===== src/rtl/ssa_params.svh =====
// constants for the smi status aggregator: offsets, bit positions, counts
`ifndef SSA_PARAMS_SVH
`define SSA_PARAMS_SVH

// i/o offsets inside the smi status window
`define SSA_OFF_TOP_MIRROR 8'h00
`define SSA_OFF_TOP_CLEAR  8'h02
`define SSA_OFF_TT_MIRROR  8'h04
`define SSA_OFF_TT_CLEAR   8'h06
`define SSA_OFF_SPEEDUP    8'h08
`define SSA_OFF_RSVD_LO    8'h0A
`define SSA_OFF_RSVD_HI    8'h1B
`define SSA_OFF_PM_TIMER   8'h1C
`define SSA_OFF_EXT_CLEAR  8'h24
`define SSA_OFF_EXT_MIRROR 8'h25

// top-level status bit positions
`define SSA_B_SUSP  15
`define SSA_B_USB   14
`define SSA_B_WARM  13
`define SSA_B_NMI   12
`define SSA_B_IRQ2  11
`define SSA_B_EXT   10
`define SSA_B_TT    9
`define SSA_B_SW    8
`define SSA_B_A20   7
`define SSA_B_VGA   6
`define SSA_B_VID   5
`define SSA_B_RSVD  4
`define SSA_B_LPC   3
`define SSA_B_ACPI  2
`define SSA_B_AUDIO 1
`define SSA_B_PM    0

// masks and reset values
`define SSA_TOP_RC_MASK  16'hF9E0
`define SSA_TOP_REQ_MASK 16'h7FFF
`define SSA_RST_16       16'h0000
`define SSA_RST_8        8'h00
`define SSA_SYNC_IDLE    8'hFF

// widths and counts
`define SSA_TT_W       6
`define SSA_EXT_W      8
`define SSA_PMT_W      24
`define SSA_VID_BIT    7
`define SSA_PM_TICK_DIV 70

`endif


===== src/rtl/ssa_pkg.sv =====
// types shared by the smi status aggregator files
package ssa_pkg;

	// one-hot register select decoded from the i/o offset
	typedef enum logic [7:0] {
		SSA_SEL_NONE  = 8'h00,
		SSA_SEL_TOPM  = 8'h01,
		SSA_SEL_TOPC  = 8'h02,
		SSA_SEL_TTM   = 8'h04,
		SSA_SEL_TTC   = 8'h08,
		SSA_SEL_SPD   = 8'h10,
		SSA_SEL_PMT   = 8'h20,
		SSA_SEL_EXTC  = 8'h40,
		SSA_SEL_EXTM  = 8'h80
	} ssa_sel_e;

endpackage : ssa_pkg


===== src/rtl/ssa_pmt_if.sv =====
// carrier between the aggregator and its power-management timer
`timescale 1ns/1ps
`default_nettype none
interface ssa_pmt_if #(parameter int W = 24);
	logic [W-1:0] count;
	logic         tick;
	modport timer (output count, output tick);
	modport user  (input count, input tick);
endinterface : ssa_pmt_if
`default_nettype wire


===== src/rtl/ssa_pm_timer.sv =====
// free-running power-management timer with prescaler
`timescale 1ns/1ps
`default_nettype none
`include "ssa_params.svh"
module ssa_pm_timer
	import ssa_pkg::*;
#(
	parameter int DIV = `SSA_PM_TICK_DIV,
	parameter int W   = `SSA_PMT_W
) (
	// clock and reset
	input  wire logic clk_sys_i,
	input  wire logic rst_i,
	// timer value out
	ssa_pmt_if.timer  pmt
);
	logic [7:0]   pre_q;
	logic [W-1:0] cnt_q;
	wire          wrap = (pre_q == 8'(DIV - 1));

	// prescaler and running count, wraps silently
	always_ff @(posedge clk_sys_i or posedge rst_i) begin
		if (rst_i) begin
			pre_q <= 8'h00;
			cnt_q <= '0;
		end else begin
			pre_q <= wrap ? 8'h00 : pre_q + 8'h01;
			if (wrap)
				cnt_q <= cnt_q + W'(1);
		end
	end

	assign pmt.count = cnt_q;
	assign pmt.tick  = wrap;

	// count moves only on a prescaler wrap
	chk_pmt_advance : assert property (@(posedge clk_sys_i) disable iff (rst_i)
		!wrap |=> cnt_q == $past(cnt_q))
		else $error("pm timer moved without a tick");
endmodule : ssa_pm_timer
`default_nettype wire


===== src/rtl/ssa_status_aggregator.sv =====
// smi status aggregator: top-level and second-level status, strobes, timer
`timescale 1ns/1ps
`default_nettype none
`include "ssa_params.svh"
module ssa_status_aggregator
	import ssa_pkg::*;
#(
	parameter int PM_DIV = `SSA_PM_TICK_DIV
) (
	// clock and reset
	input  wire logic        clk_sys_i,
	input  wire logic        rst_i,
	// i/o cycles through the window
	input  wire logic        io_rd_i,
	input  wire logic        io_wr_i,
	input  wire logic        io_acpi_space_i,
	input  wire logic [7:0]  io_addr_i,
	input  wire logic [31:0] io_wdata_i,
	output logic      [31:0] io_rdata_o,
	output logic             io_ack_o,
	// configuration bits from function 0
	input  wire logic [1:0]  cfg_suspend_i,
	input  wire logic        cfg_a20_en_i,
	input  wire logic [3:0]  cfg_tmr_vid_en_i,
	input  wire logic [2:0]  cfg_user_trap_en_i,
	input  wire logic [5:0]  cfg_func_trap_en_i,
	// event pulses from sources
	input  wire logic        usb_evt_i,
	input  wire logic        warm_reset_evt_i,
	input  wire logic        nmi_evt_i,
	input  wire logic        super_io_block_irq2_i,
	input  wire logic        sw_smi_evt_i,
	input  wire logic        address_bit20_mask_evt_i,
	input  wire logic        vga_timer_evt_i,
	input  wire logic [7:0]  internal_serial_status_i,
	input  wire logic [1:0]  gp_timer_evt_i,
	input  wire logic [2:0]  user_trap_evt_i,
	input  wire logic [5:0]  func_trap_evt_i,
	// second-level summaries kept elsewhere
	input  wire logic        lpc_smi_i,
	input  wire logic        acpi_smi_i,
	input  wire logic        audio_smi_i,
	input  wire logic        pm_smi_i,
	// external smi pins, asynchronous
	input  wire logic [7:0]  external_smi_inputs_i,
	// smi request and strobes
	output logic             smi_req_o,
	output logic             speedup_smi_o
);
	logic [15:0]           top_q;
	logic [`SSA_TT_W-1:0]  tt_q;
	logic [`SSA_EXT_W-1:0] ext_q, ext_en_q;
	logic [`SSA_EXT_W-1:0] ext_s1_q, ext_s2_q, ext_s3_q;
	logic                  vid_prev_q;
	logic                  smi_q, spd_q, ack_q;
	logic [31:0]           rdata_q;

	ssa_pmt_if #(.W(`SSA_PMT_W)) pmt ();

	// timer instance
	ssa_pm_timer #(.DIV(PM_DIV), .W(`SSA_PMT_W)) u_timer (
		.clk_sys_i (clk_sys_i),
		.rst_i     (rst_i),
		.pmt       (pmt.timer)
	);

	// select a register from space and offset
	function automatic ssa_sel_e decode(input logic acpi, input logic [7:0] a);
		if (acpi)
			decode = (a == `SSA_OFF_PM_TIMER) ? SSA_SEL_PMT : SSA_SEL_NONE;
		else begin
			case (a)
				`SSA_OFF_TOP_MIRROR: decode = SSA_SEL_TOPM;
				`SSA_OFF_TOP_CLEAR:  decode = SSA_SEL_TOPC;
				`SSA_OFF_TT_MIRROR:  decode = SSA_SEL_TTM;
				`SSA_OFF_TT_CLEAR:   decode = SSA_SEL_TTC;
				`SSA_OFF_SPEEDUP:    decode = SSA_SEL_SPD;
				`SSA_OFF_PM_TIMER:   decode = SSA_SEL_PMT;
				`SSA_OFF_EXT_CLEAR:  decode = SSA_SEL_EXTC;
				`SSA_OFF_EXT_MIRROR: decode = SSA_SEL_EXTM;
				default:             decode = SSA_SEL_NONE;
			endcase
		end
	endfunction : decode

	// access decode
	wire ssa_sel_e sel     = decode(io_acpi_space_i, io_addr_i);
	wire           rd_topc = io_rd_i && sel == SSA_SEL_TOPC;
	wire           rd_ttc  = io_rd_i && sel == SSA_SEL_TTC;
	wire           rd_extc = io_rd_i && sel == SSA_SEL_EXTC;
	wire           rd_spd  = io_rd_i && sel == SSA_SEL_SPD;
	wire           wr_ext  = io_wr_i && sel == SSA_SEL_EXTC;

	// event detection
	wire vid_rise = internal_serial_status_i[`SSA_VID_BIT] && !vid_prev_q;
	wire [`SSA_EXT_W-1:0] ext_fall = ext_s3_q & ~ext_s2_q & ext_en_q;

	// second-level timers and traps set vector
	wire [`SSA_TT_W-1:0] tt_set = {
		|(func_trap_evt_i & cfg_func_trap_en_i),
		user_trap_evt_i & cfg_user_trap_en_i,
		gp_timer_evt_i & cfg_tmr_vid_en_i[1:0]
	};

	// top-level read-to-clear set vector
	logic [15:0] top_set;
	always_comb begin
		top_set = `SSA_RST_16;
		top_set[`SSA_B_SUSP] = cfg_suspend_i[0];
		top_set[`SSA_B_USB]  = usb_evt_i;
		top_set[`SSA_B_WARM] = warm_reset_evt_i;
		top_set[`SSA_B_NMI]  = nmi_evt_i;
		top_set[`SSA_B_IRQ2] = super_io_block_irq2_i;
		top_set[`SSA_B_SW]   = sw_smi_evt_i;
		top_set[`SSA_B_A20]  = address_bit20_mask_evt_i && cfg_a20_en_i;
		top_set[`SSA_B_VGA]  = vga_timer_evt_i && cfg_tmr_vid_en_i[3];
		top_set[`SSA_B_VID]  = vid_rise && cfg_tmr_vid_en_i[2];
	end

	// next state, set wins over a read clear
	wire [15:0] top_clr = rd_topc ? `SSA_TOP_RC_MASK : `SSA_RST_16;
	wire [15:0] top_d = ((top_q & ~top_clr) | top_set) & `SSA_TOP_RC_MASK;
	wire [`SSA_TT_W-1:0] tt_d = (rd_ttc ? '0 : tt_q) | tt_set;
	wire [`SSA_EXT_W-1:0] ext_d = (rd_extc ? '0 : ext_q) | ext_fall;

	// top view with summaries, bit 4 held at zero
	logic [15:0] top_view;
	always_comb begin
		top_view = top_q;
		top_view[`SSA_B_EXT]   = |ext_q;
		top_view[`SSA_B_TT]    = |tt_q;
		top_view[`SSA_B_RSVD]  = 1'b0;
		top_view[`SSA_B_LPC]   = lpc_smi_i;
		top_view[`SSA_B_ACPI]  = acpi_smi_i;
		top_view[`SSA_B_AUDIO] = audio_smi_i;
		top_view[`SSA_B_PM]    = pm_smi_i;
	end

	// request covers every source bit, not the suspend mirror
	wire req_any = |(top_view & `SSA_TOP_REQ_MASK);

	// read data selection
	logic [31:0] rd_mux;
	always_comb begin
		case (sel)
			SSA_SEL_TOPM, SSA_SEL_TOPC: rd_mux = {16'h0000, top_view};
			SSA_SEL_TTM, SSA_SEL_TTC:   rd_mux = 32'({tt_q});
			SSA_SEL_SPD:                rd_mux = 32'h0000_0000;
			SSA_SEL_PMT:                rd_mux = 32'(pmt.count);
			SSA_SEL_EXTC, SSA_SEL_EXTM: rd_mux = {8'h00, ext_q, ext_q, ext_en_q};
			default:                    rd_mux = 32'h0000_0000;
		endcase
	end

	// external pin synchroniser, idle high so reset makes no edge
	always_ff @(posedge clk_sys_i or posedge rst_i) begin
		if (rst_i) begin
			ext_s1_q <= `SSA_SYNC_IDLE;
			ext_s2_q <= `SSA_SYNC_IDLE;
			ext_s3_q <= `SSA_SYNC_IDLE;
		end else begin
			ext_s1_q <= external_smi_inputs_i;
			ext_s2_q <= ext_s1_q;
			ext_s3_q <= ext_s2_q;
		end
	end

	// status registers
	always_ff @(posedge clk_sys_i or posedge rst_i) begin
		if (rst_i) begin
			top_q      <= `SSA_RST_16;
			tt_q       <= '0;
			ext_q      <= `SSA_RST_8;
			vid_prev_q <= 1'b0;
		end else begin
			top_q      <= top_d;
			tt_q       <= tt_d;
			ext_q      <= ext_d;
			vid_prev_q <= internal_serial_status_i[`SSA_VID_BIT];
		end
	end

	// external enable register, the only writable field
	always_ff @(posedge clk_sys_i or posedge rst_i) begin
		if (rst_i)
			ext_en_q <= `SSA_RST_8;
		else if (wr_ext)
			ext_en_q <= io_wdata_i[`SSA_EXT_W-1:0];
	end

	// answer, request and strobe outputs
	always_ff @(posedge clk_sys_i or posedge rst_i) begin
		if (rst_i) begin
			rdata_q <= 32'h0000_0000;
			ack_q   <= 1'b0;
			smi_q   <= 1'b0;
			spd_q   <= 1'b0;
		end else begin
			if (io_rd_i)
				rdata_q <= rd_mux;
			ack_q <= io_rd_i || io_wr_i;
			smi_q <= req_any;
			spd_q <= rd_spd && cfg_suspend_i[1];
		end
	end

	assign io_rdata_o    = rdata_q;
	assign io_ack_o      = ack_q;
	assign smi_req_o     = smi_q;
	assign speedup_smi_o = spd_q;

	// clearing read empties every read-to-clear bit not set again
	chk_top_rc_clear : assert property (@(posedge clk_sys_i) disable iff (rst_i)
		rd_topc |=> (top_q & `SSA_TOP_RC_MASK & ~$past(top_set)) == 16'h0000)
		else $error("top read did not clear status");

	// mirror read changes nothing
	chk_top_mirror_keep : assert property (@(posedge clk_sys_i) disable iff (rst_i)
		io_rd_i && sel == SSA_SEL_TOPM |=> top_q == ($past(top_q) | $past(top_set)))
		else $error("top mirror read altered status");

	// bit 4 reads zero on every top read answer
	chk_bit4_zero : assert property (@(posedge clk_sys_i) disable iff (rst_i)
		io_rd_i && (sel == SSA_SEL_TOPM || sel == SSA_SEL_TOPC)
		|=> io_ack_o && !io_rdata_o[`SSA_B_RSVD])
		else $error("reserved top bit read nonzero");

	// summary bit 9 survives a top clearing read
	chk_summary_hold : assert property (@(posedge clk_sys_i) disable iff (rst_i)
		rd_topc && !rd_ttc && |tt_q |=> top_view[`SSA_B_TT])
		else $error("summary bit cleared by top read");

	// timers and traps mirror read keeps its bits
	chk_tt_mirror_keep : assert property (@(posedge clk_sys_i) disable iff (rst_i)
		io_rd_i && sel == SSA_SEL_TTM |=> tt_q == ($past(tt_q) | $past(tt_set)))
		else $error("timers mirror read altered status");

	// clearing read empties second level and the summary
	chk_tt_clear : assert property (@(posedge clk_sys_i) disable iff (rst_i)
		rd_ttc && tt_set == '0 |=> tt_q == '0 && !top_view[`SSA_B_TT])
		else $error("timers clearing read left status");

	// enabled falling edge raises bit 10 next cycle
	chk_ext_edge : assert property (@(posedge clk_sys_i) disable iff (rst_i)
		ext_fall != '0 |=> top_view[`SSA_B_EXT] && (ext_q & $past(ext_fall)) != '0)
		else $error("external edge not recorded");

	// suspend mirror follows configuration
	chk_susp_mirror : assert property (@(posedge clk_sys_i) disable iff (rst_i)
		cfg_suspend_i[0] |=> top_q[`SSA_B_SUSP])
		else $error("suspend mirror bit not set");

	// request tracks pending sources one cycle later
	chk_smi_req : assert property (@(posedge clk_sys_i) disable iff (rst_i)
		##1 smi_req_o == $past(req_any))
		else $error("smi request does not track status");

	// speedup strobe only with suspend modulation enabled
	chk_speedup : assert property (@(posedge clk_sys_i) disable iff (rst_i)
		rd_spd |=> speedup_smi_o == $past(cfg_suspend_i[1])
		##1 (!speedup_smi_o || $past(rd_spd)))
		else $error("speedup strobe wrong");

	// timer read returns the count, top byte zero
	chk_pmt_read : assert property (@(posedge clk_sys_i) disable iff (rst_i)
		io_rd_i && sel == SSA_SEL_PMT |=> io_rdata_o == {8'h00, $past(pmt.count)})
		else $error("timer read value wrong");

	// vga source stays quiet when its enable is off
	chk_vga_gate : assert property (@(posedge clk_sys_i) disable iff (rst_i)
		!top_q[`SSA_B_VGA] && !cfg_tmr_vid_en_i[3] |=> !top_q[`SSA_B_VGA])
		else $error("vga bit set while disabled");
endmodule : ssa_status_aggregator
`default_nettype wire


===== config.mk =====
export PLATFORM = sky130hd
export DESIGN_NAME = ssa_status_aggregator
export DESIGN_NICKNAME = d
export VERILOG_FILES = /design/src/rtl/ssa_pkg.sv /design/src/rtl/ssa_pmt_if.sv /design/src/rtl/ssa_pm_timer.sv /design/src/rtl/ssa_status_aggregator.sv
export VERILOG_INCLUDE_DIRS = /design/src /design/src/rtl
export SDC_FILE = /design/constraint.sdc
export NUM_CORES = 1
export LEC_CHECK = 0
export BUFFER_PORTS_ARGS = -buffer_cell sky130_fd_sc_hd__buf_2
export CAP_MARGIN = 20
export CORE_MARGIN = 2
export CORE_UTILIZATION = 45
export DETAILED_ROUTE_END_ITERATION = 10
export PLACE_DENSITY = 0.8
export SLEW_MARGIN = 25
export SYNTH_ARGS = -nofsm -noshare
export SYNTH_HDL_FRONTEND = slang
export SYNTH_SLANG_ARGS = --single-unit

===== constraint.sdc =====
create_clock -name clk_sys_i -period 3.5 [get_ports clk_sys_i]
set_clock_uncertainty 0.15 [all_clocks]
set_input_delay 0 -clock clk_sys_i [delete_from_list [all_inputs] [get_ports clk_sys_i]]
set_output_delay 0 -clock clk_sys_i [all_outputs]
set_load 0.05 [all_outputs]

==> qor.json <==
{
  "combPwrFrac_pct": 7.3,
  "synth_sequential_area_ratio_pct": 59.51,
  "drt_pass_1_iters": 5,
  "pin_count_of_the_biggest_net_entering_global_routing": 70,
  "power.density_cell_area_mw_per_mm2": 479.4,
  "layout-drive-gt1-share_pct": 28.45,
  "cts.clk_slew.worst_paths_ns": 0.06,
  "post_dp_cell_area_mm2": 0.005469,
  "fin_crit_ns": 3.214,
  "mostFrequentLayoutCell": "buf_2",
  "hold_path.class": "in2reg",
  "slew-limit-headroom_pct": 45.32,
  "synthesis.area_per_instance_um2": 11.95,
  "antenna_cells": 0,
  "worst_setup_path_start_kind": "input port",
  "clock_tree.root_cell": "clkbuf_8",
  "critical_path.top_delay_family": "buffers and inverters",
  "maximum_clock_rate_mhz": 311.1,
  "worst_skew_pair.late_latency_ns": 0.52,
  "all_layer_global_routing_usage_pct": 26.72,
  "cts-htree-levels": 4,
  "place_congestion": 0.9347,
  "cp_slowest_stage_delay_ns": 0.63,
  "timing.max_cap.violations": 0,
  "ys_ff_latch": 115,
  "yosysUniqueCellTypes": 47,
  "worst_path_arrival_time_ns": 3.52,
  "sw_frac_of_total_pct": 25.04,
  "top_ff_cell_synth": "dfrtp_1",
  "die_w_um": 108.2,
  "port_buffer_cells": 94,
  "io_pins": 134,
  "critPathMaxFanout": 10,
  "synth_enable_flop_cells": 0,
  "initial_utilization_pct": 45.67,
  "final-hold-violation-count": 0,
  "power_frac_clock_pct": 49.5,
  "rsz0062_at_grt": "no",
  "fin_nets": 697,
  "grt-ovfl-total": 0,
  "grt_pass1_vias": 4376,
  "die_height_um": 108.2,
  "clk_path_buf_depth": 2,
  "tritoncts": "built",
  "synth-warning-count": 0,
  "worst-endpoint-required_ns": 3.81,
  "core_area_mm2": 0.01070,
  "endpoint_kind": "flop",
  "post-route-drc-count": 0,
  "layout.core_utilization_pct": 64.29,
  "routed_len_inst_um": 19.77,
  "finalSetupTns_ns": 0,
  "design_power_total_uw": 3297,
  "post_synth_inst_count": 409,
  "timing.critical_path.mode_cell": "dlygate4sd3_1",
  "crit_path_top_delay_cell": "nor2_1",
  "dr_total_vias": 4407,
  "max-vdd-ir-drop_mv": 0.5737,
  "grt_first_pass_wirelength_um": 23290,
  "post-cts-setup-buffer-count": 0,
  "final-max-slew-violation-count": 0,
  "status": "complete, no violations",
  "route.antenna.remaining_nets": 0,
  "tightest_slew_ns": 0.8202,
  "critPathKind": "in2reg",
  "dpl.hpwl_um": 8575,
  "placementRows": 38,
  "power_frac_seq_pct": 43.2,
  "worst-path-buf-inv": 4,
  "commonest_cells_after_routing_fill_and_taps_aside": "buf_2, dfrtp_1, dlygate4sd3_1",
  "grt_antenna_before_repair": 0,
  "post_synth_instance_area_mm2": 0.004886,
  "async_reset_ff_share_pct": 100.0,
  "worstPathCellList": "dlygate4sd3_1, buf_2, or4_1, nor2_1, a22oi_1, dlygate4sd3_1, o22ai_1, dlygate4sd3_1",
  "drt_first_iter_violations": 508,
  "clkSinkCount": 115,
  "layout.cell_area.non_filler_mm2": 0.006878,
  "fin_crit_sh_pct": 91.83,
  "power.net_switching_uw": 825.5,
  "tritoncts.num_buffers": 17,
  "power_leakage_uw": 0.003057,
  "routed_wl_um": 14790,
  "setup_viol_count_final": 0,
  "avgViaCountPerCell": 5.892,
  "area_growth_syn_to_fin_pct": 40.77,
  "p_int_uw": 2472,
  "die_area_mm2": 0.01171
}
[flip-flops by register name (all words and copies together), names as in the netlist]
register,flops
u_timer.pmt.count,24
speedup_smi_o,1
io_ack_o,1
ext_en_q,8
top_q,9
vid_prev_q,1
ext_s2_q,8
smi_req_o,1
u_timer.pre_q,8
ext_s1_q,8
ext_q,8
ext_s3_q,8
tt_q,6
io_rdata_o,24
[worst reg2reg max path: stages (launching register included)]
cell and delay (ns):
dfrtp_1 0.44, mux2i_1 0.25, o31ai_1 0.10, dlygate4sd3_1 0.59, a22oi_1 0.15, dlygate4sd3_1 0.57
o22ai_1 0.06, dlygate4sd3_1 0.60
[cells by family after synthesis]
family                     Yosys count  share of synthesized area, %
AOI/OAI and AO/OA                   79                         12.34
muxes                               14                         3.099
DFF                                115                         59.51
buffers and inverters               49                         4.558
other                                1                       0.07675
adders and majority gates            3                        0.7683
xor gates and xnor gates            29                         5.198
and+or+nand+nor                    119                         14.44
[power by group through the flow]
stage,combinational [uW],sequential (uW),clock (uW)
finish,242,1420,1630
global route,260,1430,1720
CTS,233,1420,1640
detailed placement,181,1440,0
global placement,175,1440,0
floorplan,97.9,1450,0
[cells in the mapped netlist (3+ instances only)]
cell / number / area share (%)
mux2_2: 9 / 2.1
inv_1: 27 / 2.1
a22oi_1: 17 / 2.6
a21oi_1: 9 / 0.92
a222oi_1: 4 / 0.82
nor4_1: 8 / 1.0
and3_1: 6 / 0.77
xor2_1: 7 / 1.3
nand4_1: 13 / 1.7
ha_1: 3 / 0.77
o22ai_1: 14 / 1.8
nand3_1: 15 / 1.5
dfstp_2: 24 / 13
a221oi_1: 8 / 1.4
or4_1: 3 / 0.46
or3_1: 3 / 0.38
a21o_1: 6 / 0.92
mux2i_1: 5 / 1.0
clkbuf_1: 8 / 0.61
a22o_1: 7 / 1.3
xnor2_1: 22 / 3.9
buf_4: 9 / 1.4
nor2_1: 25 / 1.9
nand4b_1: 5 / 0.90
a32o_1: 7 / 1.4
nand2_1: 14 / 1.1
nand2b_1: 3 / 0.38
nor3_1: 10 / 1.0
dfrtp_1: 91 / 47
buf_2: 4 / 0.41
[metal layers]
metal / GRT usage (%) / routed length [um] / vias to the layer above
met3: 8.318 / 1445 / 71
met2: 43.08 / 7191 / 332
met1: 32.49 / 5487 / 2141
met4: 13.46 / 661 / 0
li1: - / - / 1863
met5: 0 / 0 / -
[per-stage QoR]
step	setup WS (ns)	hold WS, ns	instances
final	0.2860	0.02314	748
after global routing	0.2820	0.02660	748
after CTS	0.4720	0.01615	748
after detailed placement	1.097	-0.04317	632
after global placement	1.155	-0.04550	632
after floorplan	0.3457	-0.1455	416
[final cells by class]
cell class | count | area, um2
Multi-Input combinational cell | 252 | 1782
Inverter | 27 | 103.9
Clock buffer | 19 | 441.7
Fill cell | 762 | 3820
Timing Repair Buffer | 182 | 1341
Tap cell | 140 | 175.2
Sequential cell | 115 | 2908
Clock inverter | 13 | 126.4
[path summary, 6_finish.rpt]
path                                  startpoint                        end  slack, ns  cells after the start
min in group asynchronous                  rst_i    ext_en_q[2]$_DFFE_PP0P_       0.05                      3
max                                 io_addr_i[0]  io_rdata_o[4]$_DFFE_PP0P_       0.29                      8
min                                     pm_smi_i  io_rdata_o[0]$_DFFE_PP0P_       0.02                      5
max in group asynchronous                  rst_i      ext_s3_q[1]$_DFF_PP1_       2.26                      4
max reg2reg                    tt_q[2]$_DFF_PP0_  io_rdata_o[2]$_DFFE_PP0P_       0.48                      7
min reg2reg                ext_s1_q[2]$_DFF_PP1_      ext_s2_q[2]$_DFF_PP1_       0.20                      0
[timing repair]
action / in CTS / in global routing
hold endpoints to repair: 134 / 0
hold buffers: 84 / 0
gates resized for setup: 0 / 0
endpoints found under the setup margin: 0 / 0
Note: power is estimated with default switching activity, not from simulation.
